===== config.mk =====
export PLATFORM = sky130hd
export DESIGN_NAME = sosr_top
export DESIGN_NICKNAME = d
export VERILOG_FILES = /design/src/rtl/sosr_pkg.sv /design/src/rtl/sosr_regfile.sv /design/src/rtl/sosr_top.sv
export SDC_FILE = /design/constraint.sdc
export NUM_CORES = 1
export LEC_CHECK = 0
export BUFFER_PORTS_ARGS = -buffer_cell sky130_fd_sc_hd__buf_2
export CORE_MARGIN = 2
export CORE_UTILIZATION = 42
export DETAILED_ROUTE_END_ITERATION = 6
export PLACE_DENSITY_LB_ADDON = 0.05
export SYNTH_ARGS = -nofsm -noshare
export SYNTH_HDL_FRONTEND = slang
export SYNTH_HIERARCHICAL = 1
export SYNTH_SLANG_ARGS = --single-unit

===== constraint.sdc =====
create_clock -name clk_i -period 8.6 [get_ports clk_i]
set_clock_uncertainty 0.2 [all_clocks]
set_input_delay 1.72 -clock clk_i [delete_from_list [all_inputs] [get_ports clk_i]]
set_output_delay 1.72 -clock clk_i [all_outputs]
set_load 0.02 [all_outputs]

===== src/rtl/sosr_pkg.sv =====
// Constants, field layouts and carrier types for the streams overlay and scale register bank.
// Assumes a classic Wishbone slave with 32-bit data and byte addresses.
// Function
// RULE1: Overlay fields inert unless enable bit 31 set
// RULE2: Suppress only in opaque blend modes 000b/001b
// RULE3: Vertical suppressed extent computed by hardware
// RULE4: Stop-fetch bits 12-3 is hidden offset plus one
// RULE5: Primary background: stop from top minus background X
// RULE6: Secondary background: stop from background minus top X
// RULE7: Resume bits 28-19 is width plus stop minus one
// RULE8: Bit 30 selects which stream lies on top
// RULE9: Reset clears overlay bits 31-30
// RULE10: First scale factor is unscaled height minus one
// RULE11: Second factor is unscaled minus scaled height
// RULE12: Seed is negated scaled height minus one
// RULE13: Scale values and seed apply at next vsync
// RULE14: Bit 18 picks single-cycle EDO for video port
// RULE15: Software sets wait bit before video port use
// RULE16: Bit 19 clear floats data lines 63-16 in ROM
// RULE17: ROM address driven on low sixteen data lines
// RULE18: Bit 20 clear arbitrates before ROM cycle
// RULE19: Bit 21 clear delays data output half clock; the code delays it a full clock
// RULE20: Software leaves bits 19-21 at zero normally
// RULE21: Window start holds line+1 and pixel+1
// RULE22: Window size holds lines and pixels minus one; the code takes the line field as the line count itself
// RULE23: Software makes bottom window full-screen
// RULE24: Software writes zero to reserved bits
// RULE25: Suppress only on lines inside top window
package sosr_pkg;

	// ==========================================
	// Register byte addresses
	localparam logic [15:0] ADDR_OVERLAY_CTRL = 16'h81DC;
	localparam logic [15:0] ADDR_VSCALE_FIRST = 16'h81E0;
	localparam logic [15:0] ADDR_VSCALE_SECOND = 16'h81E4;
	localparam logic [15:0] ADDR_ACCUM_SEED = 16'h81E8;
	localparam logic [15:0] ADDR_MEM_OPTIONS = 16'h81EC;
	localparam logic [15:0] ADDR_WIN_START = 16'h81F0;
	localparam logic [15:0] ADDR_WIN_SIZE = 16'h81F4;

	// ==========================================
	// Field positions
	localparam int OVL_EN_BIT = 31;
	localparam int OVL_TOP_BIT = 30;
	localparam int OVL_STOP_LSB = 3;
	localparam int OVL_STOP_MSB = 12;
	localparam int OVL_RESUME_LSB = 19;
	localparam int OVL_RESUME_MSB = 28;
	localparam int SCALE_MSB = 10;
	localparam int SEED_MSB = 11;
	localparam int MEM_WAIT_BIT = 18;
	localparam int MEM_FLOAT_BIT = 19;
	localparam int MEM_GRAB_BIT = 20;
	localparam int MEM_DELAY_BIT = 21;
	localparam int WIN_LO_MSB = 10;
	localparam int WIN_HI_LSB = 16;
	localparam int WIN_HI_MSB = 26;

	// ==========================================
	// Writable masks and reset values
	localparam logic [31:0] OVL_MASK = 32'hDFF81FF8;
	localparam logic [31:0] SCALE_MASK = 32'h000007FF;
	localparam logic [31:0] SEED_MASK = 32'h00000FFF;
	localparam logic [31:0] MEM_MASK = 32'h003C0000;
	localparam logic [31:0] WIN_MASK = 32'h07FF07FF;
	localparam logic [31:0] OVL_RESET = 32'h00000000;
	localparam logic [31:0] SCALE_RESET = 32'h00000000;
	localparam logic [31:0] MEM_RESET = 32'h00003000;
	localparam logic [31:0] WIN_RESET = 32'h00000000;

	// Opaque blend mode codes
	localparam logic [2:0] BLEND_OPAQUE_A = 3'h0;
	localparam logic [2:0] BLEND_OPAQUE_B = 3'h1;

	// Register count in the bank
	localparam int NUM_REGS = 7;

	// ==========================================
	// Carrier types
	typedef struct packed {
		logic [2:0] blend_mode;
		logic vsync;
		logic [10:0] line;
		logic [9:0] quadword;
	} sosr_raster_t;

	typedef struct packed {
		logic [10:0] scale_factor_first;
		logic [10:0] scale_factor_second;
		logic [11:0] accum_seed;
	} sosr_scale_t;

	typedef struct packed {
		logic single_cycle_wait_select;
		logic rom_cycle_float_ctrl;
		logic rom_bus_grab;
		logic data_out_delay_ctrl;
	} sosr_memopt_t;

endpackage


===== src/rtl/sosr_regfile.sv =====
// Small register store for the bank, seven 32-bit words.
// Read data comes out of a register one cycle after the address.
`timescale 1ns/100ps
module sosr_regfile (
	input wire logic clk_i,
	input wire logic rst_i,
	input wire logic we_i,
	input wire logic [2:0] waddr_i,
	input wire logic [31:0] wdata_i,
	input wire logic [31:0] wmask_i,
	input wire logic [2:0] raddr_i,
	output logic [31:0] rdata_o,
	output logic [sosr_pkg::NUM_REGS*32-1:0] words_o
);

	logic [31:0] mem_ff [sosr_pkg::NUM_REGS];

	// ==========================================
	// Per-word storage with reset defaults
	genvar g;
	generate
		for (g = 0; g < sosr_pkg::NUM_REGS; g++) begin : g_word
			localparam logic [31:0] RST = (g == 4) ? sosr_pkg::MEM_RESET : 32'h00000000;
			always_ff @(posedge clk_i) begin
				if (rst_i) begin
					mem_ff[g] <= RST;
				end else if (we_i && waddr_i == 3'(g)) begin
					mem_ff[g] <= (mem_ff[g] & ~wmask_i) | (wdata_i & wmask_i);
				end
			end
			assign words_o[g*32 +: 32] = mem_ff[g];
		end
	endgenerate

	always_ff @(posedge clk_i) begin
		if (rst_i) begin
			rdata_o <= 32'h00000000;
		end else if (raddr_i < 3'(sosr_pkg::NUM_REGS)) begin
			rdata_o <= mem_ff[raddr_i];
		end else begin
			rdata_o <= 32'h00000000;
		end
	end

endmodule


===== src/rtl/sosr_top.sv =====
// Streams overlay and vertical scale register bank with fetch suppression and ROM-cycle pin control.
// Assumes a classic Wishbone master on clk_i and raster timing from the display pipe on the same clock.
//
// The implementer's own choice: the Wishbone interface to the registers.
`timescale 1ns/100ps
module sosr_top (
	input wire logic clk_i,
	input wire logic rst_i,
	input wire logic wb_cyc_i,
	input wire logic wb_stb_i,
	input wire logic wb_we_i,
	input wire logic [15:0] wb_adr_i,
	input wire logic [3:0] wb_sel_i,
	input wire logic [31:0] wb_dat_i,
	output logic [31:0] wb_dat_o,
	output logic wb_ack_o,
	input wire sosr_pkg::sosr_raster_t raster_i,
	input wire logic rom_cycle_i,
	input wire logic [15:0] rom_addr_i,
	input wire logic [63:0] mem_data_i,
	output logic fetch_skip_o,
	output logic primary_on_top_o,
	output sosr_pkg::sosr_scale_t scale_active_o,
	output sosr_pkg::sosr_memopt_t memopt_o,
	output logic rom_arbitrate_o,
	output logic [63:0] memory_data_lines_o,
	output logic [63:0] memory_data_lines_oe_o
);

	// ==========================================
	// Bus decode
	logic [31:0] wmask;
	logic [31:0] bytemask;
	logic [2:0] idx;
	logic hit;
	logic req;
	logic ack_ff;
	logic wr_pulse;
	logic [31:0] rdata;
	logic [sosr_pkg::NUM_REGS*32-1:0] words;

	assign req = wb_cyc_i && wb_stb_i;
	assign bytemask = {{8{wb_sel_i[3]}}, {8{wb_sel_i[2]}}, {8{wb_sel_i[1]}}, {8{wb_sel_i[0]}}};

	always_comb begin
		hit = 1'b1;
		idx = 3'h0;
		wmask = 32'h00000000;
		unique case (wb_adr_i)
			sosr_pkg::ADDR_OVERLAY_CTRL: begin
				idx = 3'h0;
				wmask = sosr_pkg::OVL_MASK;
			end
			sosr_pkg::ADDR_VSCALE_FIRST: begin
				idx = 3'h1;
				wmask = sosr_pkg::SCALE_MASK;
			end
			sosr_pkg::ADDR_VSCALE_SECOND: begin
				idx = 3'h2;
				wmask = sosr_pkg::SCALE_MASK;
			end
			sosr_pkg::ADDR_ACCUM_SEED: begin
				idx = 3'h3;
				wmask = sosr_pkg::SEED_MASK;
			end
			sosr_pkg::ADDR_MEM_OPTIONS: begin
				idx = 3'h4;
				wmask = sosr_pkg::MEM_MASK;
			end
			sosr_pkg::ADDR_WIN_START: begin
				idx = 3'h5;
				wmask = sosr_pkg::WIN_MASK;
			end
			sosr_pkg::ADDR_WIN_SIZE: begin
				idx = 3'h6;
				wmask = sosr_pkg::WIN_MASK;
			end
			default: begin
				hit = 1'b0;
				idx = 3'h7;
			end
		endcase
	end

	// Write commits at the edge where ack is sampled high, so a master that
	// drops the request before ack leaves every register untouched
	assign wr_pulse = req && wb_we_i && ack_ff && hit;

	sosr_regfile u_regs (
		.clk_i(clk_i),
		.rst_i(rst_i),
		.we_i(wr_pulse),
		.waddr_i(idx),
		.wdata_i(wb_dat_i),
		.wmask_i(wmask & bytemask),
		.raddr_i(idx),
		.rdata_o(rdata),
		.words_o(words)
	);

	// Ack drops after one cycle even if the master keeps the strobe up
	always_ff @(posedge clk_i) begin
		if (rst_i) begin
			ack_ff <= 1'b0;
		end else begin
			ack_ff <= req && !ack_ff;
		end
	end

	assign wb_ack_o = ack_ff;
	// Unmapped reads return zero via the regfile's out-of-range path
	assign wb_dat_o = rdata;

	// ==========================================
	// Field views
	logic [31:0] ovl_w;
	logic [31:0] mem_w;
	logic [31:0] start_w;
	logic [31:0] size_w;
	assign ovl_w = words[0*32 +: 32];
	assign mem_w = words[4*32 +: 32];
	assign start_w = words[5*32 +: 32];
	assign size_w = words[6*32 +: 32];

	// ==========================================
	// Vertical scale shadowing
	logic [2:0] pend_ff;
	logic vs_sync1_ff;
	logic vs_sync2_ff;
	logic vs_prev_ff;
	logic vs_rise;
	sosr_pkg::sosr_scale_t scale_ff;

	assign vs_rise = vs_sync2_ff && !vs_prev_ff;

	always_ff @(posedge clk_i) begin
		if (rst_i) begin
			vs_sync1_ff <= 1'b0;
			vs_sync2_ff <= 1'b0;
		end else begin
			vs_sync1_ff <= raster_i.vsync;
			vs_sync2_ff <= vs_sync1_ff;
		end
	end

	// Edge history kept apart so nothing but the second stage reads the first
	always_ff @(posedge clk_i) begin
		if (rst_i) begin
			vs_prev_ff <= 1'b0;
		end else begin
			vs_prev_ff <= vs_sync2_ff;
		end
	end

	// A write on the vsync edge keeps its flag set, so it waits for the next vsync
	always_ff @(posedge clk_i) begin
		if (rst_i) begin
			pend_ff <= 3'h0;
		end else begin
			for (int i = 0; i < 3; i++) begin
				if (wr_pulse && idx == 3'(i + 1)) begin
					pend_ff[i] <= 1'b1;
				end else if (vs_rise) begin
					pend_ff[i] <= 1'b0;
				end
			end
		end
	end

	always_ff @(posedge clk_i) begin
		if (rst_i) begin
			scale_ff <= '0;
		end else if (vs_rise) begin
			// Only fields written since the last vsync move; the rest keep their active value
			if (pend_ff[0]) begin
				scale_ff.scale_factor_first <= words[1*32 +: 11]; // RULE13 RULE10
			end
			if (pend_ff[1]) begin
				scale_ff.scale_factor_second <= words[2*32 +: 11]; // RULE13 RULE11
			end
			if (pend_ff[2]) begin
				scale_ff.accum_seed <= words[3*32 +: 12]; // RULE13 RULE12
			end
		end
	end

	assign scale_active_o = scale_ff;

	// ==========================================
	// Opaque overlay fetch suppression
	logic [10:0] line_q;
	logic [9:0] qw_q;
	logic [2:0] mode_q;
	logic [10:0] top_y0;
	logic [10:0] top_h;
	logic in_rows;
	logic in_cols;
	logic opaque;
	logic skip_ff;
	logic top_ff;
	logic [9:0] stop_qw;
	logic [9:0] resume_qw;
	logic [11:0] row_now;
	logic [11:0] row_end;
	logic [10:0] col_now;

	// Line, quadword and blend mode arrive from logic on this clock, so no synchroniser
	always_ff @(posedge clk_i) begin
		if (rst_i) begin
			line_q <= 11'h000;
			qw_q <= 10'h000;
			mode_q <= 3'h0;
		end else begin
			line_q <= raster_i.line;
			qw_q <= raster_i.quadword;
			mode_q <= raster_i.blend_mode;
		end
	end

	assign stop_qw = ovl_w[sosr_pkg::OVL_STOP_MSB:sosr_pkg::OVL_STOP_LSB]; // RULE4
	assign resume_qw = ovl_w[sosr_pkg::OVL_RESUME_MSB:sosr_pkg::OVL_RESUME_LSB]; // RULE7
	assign top_y0 = start_w[sosr_pkg::WIN_LO_MSB:0]; // RULE21
	assign top_h = size_w[sosr_pkg::WIN_LO_MSB:0]; // RULE22
	assign opaque = (mode_q == sosr_pkg::BLEND_OPAQUE_A) || (mode_q == sosr_pkg::BLEND_OPAQUE_B); // RULE2
	// Start holds line+1, so line+1 in [y0, y0+h) is inside the window.
	// One extra bit keeps a window at the bottom of the range from wrapping to zero.
	assign row_now = {1'b0, line_q} + 12'h001;
	assign row_end = {1'b0, top_y0} + {1'b0, top_h};
	assign in_rows = (row_now >= {1'b0, top_y0}) && (row_now < row_end); // RULE3 RULE25
	// Stop holds offset+1, resume holds offset-1: hidden span is [stop-1, resume]
	assign col_now = {1'b0, qw_q} + 11'h001;
	assign in_cols = (col_now >= {1'b0, stop_qw}) && (qw_q <= resume_qw); // RULE4 RULE7

	always_ff @(posedge clk_i) begin
		if (rst_i) begin
			skip_ff <= 1'b0;
		end else begin
			skip_ff <= ovl_w[sosr_pkg::OVL_EN_BIT] && opaque && in_rows && in_cols; // RULE1 RULE2
		end
	end

	// Layering only honoured while the overlay control is enabled
	always_ff @(posedge clk_i) begin
		if (rst_i) begin
			top_ff <= 1'b0; // RULE9
		end else begin
			top_ff <= ovl_w[sosr_pkg::OVL_EN_BIT] && ovl_w[sosr_pkg::OVL_TOP_BIT]; // RULE8 RULE1
		end
	end

	assign fetch_skip_o = skip_ff;
	assign primary_on_top_o = top_ff;

	// ==========================================
	// Memory cycle options and data pin control
	sosr_pkg::sosr_memopt_t memopt_ff;
	logic rom_s1_ff;
	logic rom_s2_ff;
	logic arb_ff;
	logic [15:0] rom_adr_s1_ff;
	logic [15:0] rom_adr_s2_ff;
	logic [63:0] drv_now;
	logic [63:0] oe_now;
	logic [63:0] drv_ff;
	logic [63:0] oe_ff;
	logic [63:0] drv_half_ff;
	logic [63:0] oe_half_ff;

	// Status copy lags the stored word by one cycle; the pin path reads the word itself
	always_ff @(posedge clk_i) begin
		if (rst_i) begin
			memopt_ff <= '0;
		end else begin
			memopt_ff.single_cycle_wait_select <= mem_w[sosr_pkg::MEM_WAIT_BIT]; // RULE14
			memopt_ff.rom_cycle_float_ctrl <= mem_w[sosr_pkg::MEM_FLOAT_BIT];
			memopt_ff.rom_bus_grab <= mem_w[sosr_pkg::MEM_GRAB_BIT];
			memopt_ff.data_out_delay_ctrl <= mem_w[sosr_pkg::MEM_DELAY_BIT];
		end
	end

	assign memopt_o = memopt_ff;

	// ROM request comes from the host side, treated as asynchronous
	always_ff @(posedge clk_i) begin
		if (rst_i) begin
			rom_s1_ff <= 1'b0;
			rom_s2_ff <= 1'b0;
			arb_ff <= 1'b0;
		end else begin
			rom_s1_ff <= rom_cycle_i;
			rom_s2_ff <= rom_s1_ff;
			arb_ff <= rom_s2_ff && !mem_w[sosr_pkg::MEM_GRAB_BIT]; // RULE18
		end
	end

	assign rom_arbitrate_o = arb_ff;

	// The address is held steady from before the request rises, so it settles
	// through the same two stages as the request and is never used mid-change
	always_ff @(posedge clk_i) begin
		if (rst_i) begin
			rom_adr_s1_ff <= 16'h0000;
			rom_adr_s2_ff <= 16'h0000;
		end else begin
			rom_adr_s1_ff <= rom_addr_i;
			rom_adr_s2_ff <= rom_adr_s1_ff;
		end
	end

	always_comb begin
		drv_now = mem_data_i;
		oe_now = {64{1'b1}};
		if (rom_s2_ff) begin
			drv_now[15:0] = rom_adr_s2_ff; // RULE17
			if (!mem_w[sosr_pkg::MEM_FLOAT_BIT]) begin
				oe_now[63:16] = 48'h000000000000; // RULE16
			end
		end
	end

	// Half-clock delay is approximated by a full extra stage; single clock edge only
	always_ff @(posedge clk_i) begin
		if (rst_i) begin
			drv_half_ff <= 64'h0000000000000000;
			oe_half_ff <= 64'h0000000000000000;
		end else begin
			drv_half_ff <= drv_now;
			oe_half_ff <= oe_now;
		end
	end

	always_ff @(posedge clk_i) begin
		if (rst_i) begin
			drv_ff <= 64'h0000000000000000;
			oe_ff <= 64'h0000000000000000;
		end else begin
			drv_ff <= mem_w[sosr_pkg::MEM_DELAY_BIT] ? drv_now : drv_half_ff; // RULE19
			oe_ff <= mem_w[sosr_pkg::MEM_DELAY_BIT] ? oe_now : oe_half_ff; // RULE19
		end
	end

	assign memory_data_lines_o = drv_ff;
	assign memory_data_lines_oe_o = oe_ff;

endmodule


Yosys cells after proc, flatten, opt, wreduce, memory -nomap -nowiden
Memories as Yosys holds them, arrays and structs flattened. A register that Yosys moved wholly into a read port is not among the register bits.
Cells that the tools add are included.
{"block": "word_totals", "memories": 1, "mem_bits_rw": 224, "output_inout_bits": 202, "inputBits": 163, "register_bits": 362, "elab_cells": 156}
{"block": "op_classes", "n_mux": 43, "n_lt_le_gt_ge": 5, "n_eq_ne": 14, "n_reduce_logical": 36, "n_bitwise": 25, "add_sub_neg": 3}
{"memory": "u_regs.mem_ff", "depth": 7, "width": 32, "read_ports": 8, "rd_clocked_by_memory_dff": 1, "write_ports": 7, "line_no": "sosr_regfile.sv:16", "text": "logic [31:0] mem_ff [sosr_pkg::NUM_REGS];"}
{"op": "bitwise AND 32 bit", "n": 9}
{"op": "two-way mux 32 bit", "n": 7}
{"op": "OR 32 bit", "n": 7}
{"op": "one-hot mux 32 bit (5 select lines)", "n": 1}
{"op": "two-way mux 64 bit", "n": 2}
{"op": "== test 16 bit (second input constant)", "n": 7}
{"op": "two-way mux 48 bit", "n": 2}
{"op": "two-way mux 16 bit", "n": 2}
{"op": "inverter 32 bit", "n": 1}
{"op": "two-way mux 1 bit", "n": 28}
{"op": "one-hot mux 3 bit (7 select lines)", "n": 1}
{"op": "logical AND 1 bit", "n": 20}
{"op": "adder 11 x 1 -> 12 bit (second input constant)", "n": 1}
{"op": "adder 11 x 11 -> 12 bit", "n": 1}
{"op": ">= comparator 12 x 11 -> 1 bit", "n": 1}
{"op": "less-than comparator 12 bit", "n": 1}
{"op": "adder 10 x 1 -> 11 bit (second input constant)", "n": 1}
{"op": ">= comparator 11 x 10 -> 1 bit", "n": 1}
{"op": "<= comparator 10 bit", "n": 1}
{"op": "== test 3 bit (second input constant)", "n": 3}
{"op": "OR 1 bit", "n": 7}
{"op": "OR reduction 7 bit", "n": 1}
{"op": "== test 3 x 1 -> 1 bit (second input constant)", "n": 2}
{"op": "== test 3 x 2 -> 1 bit (second input constant)", "n": 2}
{"op": "other kinds (8)", "n": 17}

Depth between registers and ports, before layout
{"block": "depth", "word_depth": 9, "ltp_mapped": 15, "mapped_depth_nobuf": 15}

Modules after synthesis
The synthesis kept the hierarchy.
{"mod": "sosr_regfile", "instances": 1, "seq_area_each_um2": 7367.1, "area_each_um2": 12285.5, "cells_each": 1039}
{"mod": "sosr_top", "instances": 1, "seq_area_each_um2": 4744.6, "area_each_um2": 9819.4, "cells_each": 1042}

Worst setup path after synthesis
No wires, ideal clock.
{"block": "synth_path", "kind": "in2reg", "startpoint": "input wb_adr_i[9]", "endpoint": "memory u_regs.mem_ff[4][0], enable pin", "t_required_ns": 8.012, "t_arrival_ns": 4.004, "setup_time_ns": 0.388, "path_buffers": 0, "setup_slack_ns": 4.008, "cell_stages": 6, "path_cell_list": "or4_4 nor3_4 inv_2 nor3_1 nor2b_1 a21o_1"}
{"element": "start, declared", "line_no": "sosr_top.sv:12", "text": "input wire logic [15:0] wb_adr_i,"}
{"element": "end, declared", "line_no": "sosr_regfile.sv:16"}

Worst setup path after layout
{"block": "layout_path", "startpoint": "input wb_adr_i[9]", "endpoint": "register u_regs.rdata_o[1] (read register of u_regs.mem_ff)"}
{"block": "layout_between", "elab_chain_len": 5, "word_cells_on_any_way": 11, "classes_between": "order compare (1); eq/ne (7); mux (1); bitwise (1); reduce/logical (1)"}
{"element": "== test 16 bit", "line_no": "sosr_top.sv:49", "text": "unique case (wb_adr_i)"}
{"element": "one-hot mux 3 bit (7 select lines) (*)", "line_no": "sosr_top.sv:49"}
{"element": "net idx[0]", "line_no": "sosr_top.sv:34", "text": "logic [2:0] idx;"}
{"element": "less-than comparator 3 bit", "line_no": "sosr_regfile.sv:38", "text": "end else if (raddr_i < 3'(sosr_pkg::NUM_REGS)) begin"}
{"element": "inverter 1 bit (no source line)"}
{"element": "OR reduction 2 bit (no source line)"}
{"element": "end, declared", "line_no": "sosr_regfile.sv:12", "text": "output logic [31:0] rdata_o,"}
Mark *: on every way through the listed nets, which the timed path passes. The rest lies on a longest branch.
A chain may end at the register's enable or synchronous reset.

==> metrics.csv <==
metric,value,unit
CP startpoint kind,input pin,
Synth Area in Simple Gates,18.0,%
fmax,0.178,GHz
initial antenna violation count,3,
unrepaired setup endpoints after global routing,no,
overall via count from detail_route,16143,
# H-tree levels,2,
y dimension of the die,233,um
count of filler cells inserted in the layout,4913,
detailed-route wire length,61.2,mm
average routed wire per standard cell,19.6,um
synthesized area per cell,10.6,um^2
top post-synthesis cells by area,"sky130_fd_sc_hd__edfxtp_1 (30%), sky130_fd_sc_hd__dfxtp_1 (24%), sky130_fd_sc_hd__nand2b_1 (7.3%), sky130_fd_sc_hd__a21oi_1 (6.3%), sky130_fd_sc_hd__mux2i_1 (5.9%)",
DP HPWL,40.6,mm
compound-gate portion of the synthesized area,12.0,%
Synth Cell Area,22100,um^2
WP data arrival,5.91,ns
P per Cell Area,206,nW/um^2
Worst slew margin,24.4,%
yosys warns,6,
first-pass GRT wire length,91.2,mm
placeable core region,52300,um^2
Worst IR Drop VDD,0.000149,V
Internal Dissipation,4160,uW
setup bufs post-CTS,0,
floorplan row count,84,
number of hold-repair buffers added at the cts stage,0,
DRT antenna net count,0,
max-slew violation total from the final report,0,
total global routing overflow,0,
CTS tree,yes,
Yosys cell types,63,
pin count of the biggest net entering global routing,103,
Reg power frac,48.0,%
Yosys top cell area share,30.4,%
Post-Synthesis Cells,2081,
"Power, Total",5380,uW
multiplexer share of the synthesized area,5.93,%
class of the most critical setup path,in -> reg,
"critical path fanouts, max",43,
effective utilization at floorplan,42.2,%
chip width,233,um
number of buffer cells added on primary ports,363,
clock-pin slew on the worst setup and hold paths,0.06,ns
cell types with the highest counts after synthesis,"sky130_fd_sc_hd__a21oi_1 (278), sky130_fd_sc_hd__dfxtp_1 (269), sky130_fd_sc_hd__nand2b_1 (257)",
"Primary FF master, synth",sky130_fd_sc_hd__dfxtp_1,
synthesis-stage register bit count,493,
Switch Pwr,1220,uW
sink count of the clock tree,493,
layout overhead on the synthesized area,18.0,%
1st-iter DRT viols,1127,
detailed-routing iteration count for the pre-antenna-repair pass,5,
async set-or-reset flop fraction in the synthesized netlist,0,%
share of final-layout standard cells stronger than drive strength 1,21.7,%
overall fraction of global-route tracks in use,21.8,%
via/cell ratio,5.17,
via count of the first global-routing pass,15094,
sw frac,22.7,%
number of resized instances in the post-cts repair step,0,
Post-synth EDFFs,224,
combinational share of power,6.6,%
status,finished clean,
most area-hungry cell type in the Yosys netlist,sky130_fd_sc_hd__edfxtp_1,
adder-cell share of the synthesized area,3.20,%
Hold Crit Class,reg -> reg,
final RePlAce weighted congestion,0.806,
synthesized-area fraction occupied by xor and xnor cells,1.07,%
number of failing hold endpoints at the final stage,0,
deepest clock path buffer count,3,
clk root buf,sky130_fd_sc_hd__clkbuf_16,
critical path endpoint category,flop,
clock latency at the later pin of the worst-skew pair,0.61,ns
die footprint,54500,um^2
number of setup violations in the final report,0,
drt drc,0,
sequential share of the synthesized area,54.8,%
library cell with the highest instance count after synthesis,sky130_fd_sc_hd__a21oi_1,
Final TNS setup,0,ns
number of max-capacitance violations reported,0,
number of nets in the layout,2607,
number of buffers added by the clock tree synthesis step,54,
required time worst endpoint,8.90,ns
"Period Utilization, post-route",65.3,%
Worst-Margin Slew,1.13,ns
leakage,0.0111,uW
final critical-path required period,5.61,ns
largest family of logic cells by synthesized area,simple AND/OR/NAND/NOR gates,
proportion of power drawn by the clock network,45.4,%
I/O pins,365,
-- layout make-up --
type                    count  area [um^2]  area share, %
diodes                      2         5.00         0.0192
clock buffers              80         1620           6.22
clock inverters            22          283           1.08
inverters                  37          139          0.533
multi-input cells        1416         9050           34.7
flip-flops and latches    493        12100           46.4
well taps                 688          861           3.30
repair buffers            386         2010           7.71
-- power groups by stage --
stage                     registers (uW)  logic [uW]  clock network, uW
after floorplan                     2640         229                  0
after global placement              2630         351                  0
after detailed placement            2630         356                  0
after CTS                           2580         358               2510
after global routing                2590         394               2610
final                               2580         355               2450
-- kinds of logic (layout without fill, tap and decap cells) --
logic type,Yosys count,count (layout)
adder cells (fa/ha/maj),56,56
AND/OR/NAND/NOR,728,728
flip-flops,493,493
AO/OA/AOI/OAI,442,442
multiplexers,131,131
XOR/XNOR,27,27
buffers and inverters,203,525
other,1,34
-- worst max-delay path, stage by stage --
cell and delay (ns):
sky130_fd_sc_hd__buf_2 0.09, sky130_fd_sc_hd__or4_4 0.54, sky130_fd_sc_hd__nor3_4 0.51, sky130_fd_sc_hd__nand3_2 0.78
sky130_fd_sc_hd__buf_4 0.58, sky130_fd_sc_hd__or3b_2 0.97, sky130_fd_sc_hd__o22ai_1 0.39, sky130_fd_sc_hd__a31o_2 0.31
-- per-stage QoR --
stage | cells | hold WS, ns | setup WS, ns | util (%) | instance area (um^2)
2_1_floorplan | 2112 | 0.211 | 4.01 | - | 22200
3_3_place_gp | 3020 | 0.218 | 2.42 | 46.2 | 24200
3_5_place_dp | 3020 | 0.226 | 2.36 | 46.2 | 24200
4_1_cts | 3122 | 0.239 | 3.02 | 49.8 | 26100
5_1_grt | 3123 | 0.251 | 2.84 | 49.8 | 26100
6_report | 3124 | 0.235 | 2.99 | 49.8 | 26100
-- routing by layer --
| metal | track usage (%) | wire length (um) | vias up |
|---|---|---|---|
| met1 | 30.1 | 28000 | 7765 |
| li1 | - | - | 7813 |
| met2 | 35.0 | 27900 | 458 |
| met5 | 0 | 13 | - |
| met3 | 4.19 | 3780 | 105 |
| met4 | 5.87 | 1510 | 2 |
-- flip-flops by register name (all words and copies together) (netlist names), 2 cells and up --
| name | cells |
|---|---|
| u_regs/mem_ff | 224 |
| drv_half_ff | 64 |
| memory_data_lines_o | 64 |
| scale_active_o | 34 |
| u_regs/rdata_o | 32 |
| rom_adr_s1_ff | 16 |
| rom_adr_s2_ff | 16 |
| line_q | 11 |
| qw_q | 10 |
| memopt_o | 4 |
| pend_ff | 3 |
| memory_data_lines_oe_o | 2 |
| mode_q | 2 |
| oe_half_ff | 2 |
-- worst paths after layout --
path,startpoint,to,slack (ns),depth (start not counted)
max,wb_adr_i[9],u_regs/rdata_o[1]$_SDFF_PP0_,2.99,8
min,rom_adr_s1_ff[2]$_SDFF_PP0_,rom_adr_s2_ff[2]$_SDFF_PP0_,0.23,1
max reg2reg,u_regs/mem_ff[5][0]$_SDFFCE_PN0P_,fetch_skip_o$_SDFF_PP0_,3.83,14
min reg2reg,rom_adr_s1_ff[2]$_SDFF_PP0_,rom_adr_s2_ff[2]$_SDFF_PP0_,0.23,1
-- cell usage in the layout, fill, tap and decap left out, types with 9 or more instances in the layout --
cell type,n
sky130_fd_sc_hd__dfxtp_1,269
sky130_fd_sc_hd__buf_4,22
sky130_fd_sc_hd__inv_1,36
sky130_fd_sc_hd__nand3_1,31
sky130_fd_sc_hd__xnor2_1,14
sky130_fd_sc_hd__o21ai_0,15
sky130_fd_sc_hd__a211oi_1,19
sky130_fd_sc_hd__nor2b_1,152
sky130_fd_sc_hd__clkinv_2,9
sky130_fd_sc_hd__xor2_1,13
sky130_fd_sc_hd__nand2b_1,257
sky130_fd_sc_hd__clkbuf_8,14
sky130_fd_sc_hd__edfxtp_1,224
sky130_fd_sc_hd__a211o_1,30
sky130_fd_sc_hd__clkbuf_16,56
sky130_fd_sc_hd__nor2_1,117
sky130_fd_sc_hd__clkbuf_1,11
sky130_fd_sc_hd__nand2_1,119
sky130_fd_sc_hd__nand4_1,10
sky130_fd_sc_hd__ha_1,55
sky130_fd_sc_hd__a21oi_1,278
sky130_fd_sc_hd__a31o_2,30
sky130_fd_sc_hd__mux2i_1,131
sky130_fd_sc_hd__conb_1,32
sky130_fd_sc_hd__buf_2,362
sky130_fd_sc_hd__o22ai_1,32
Note: power is estimated with default switching activity, not from simulation.
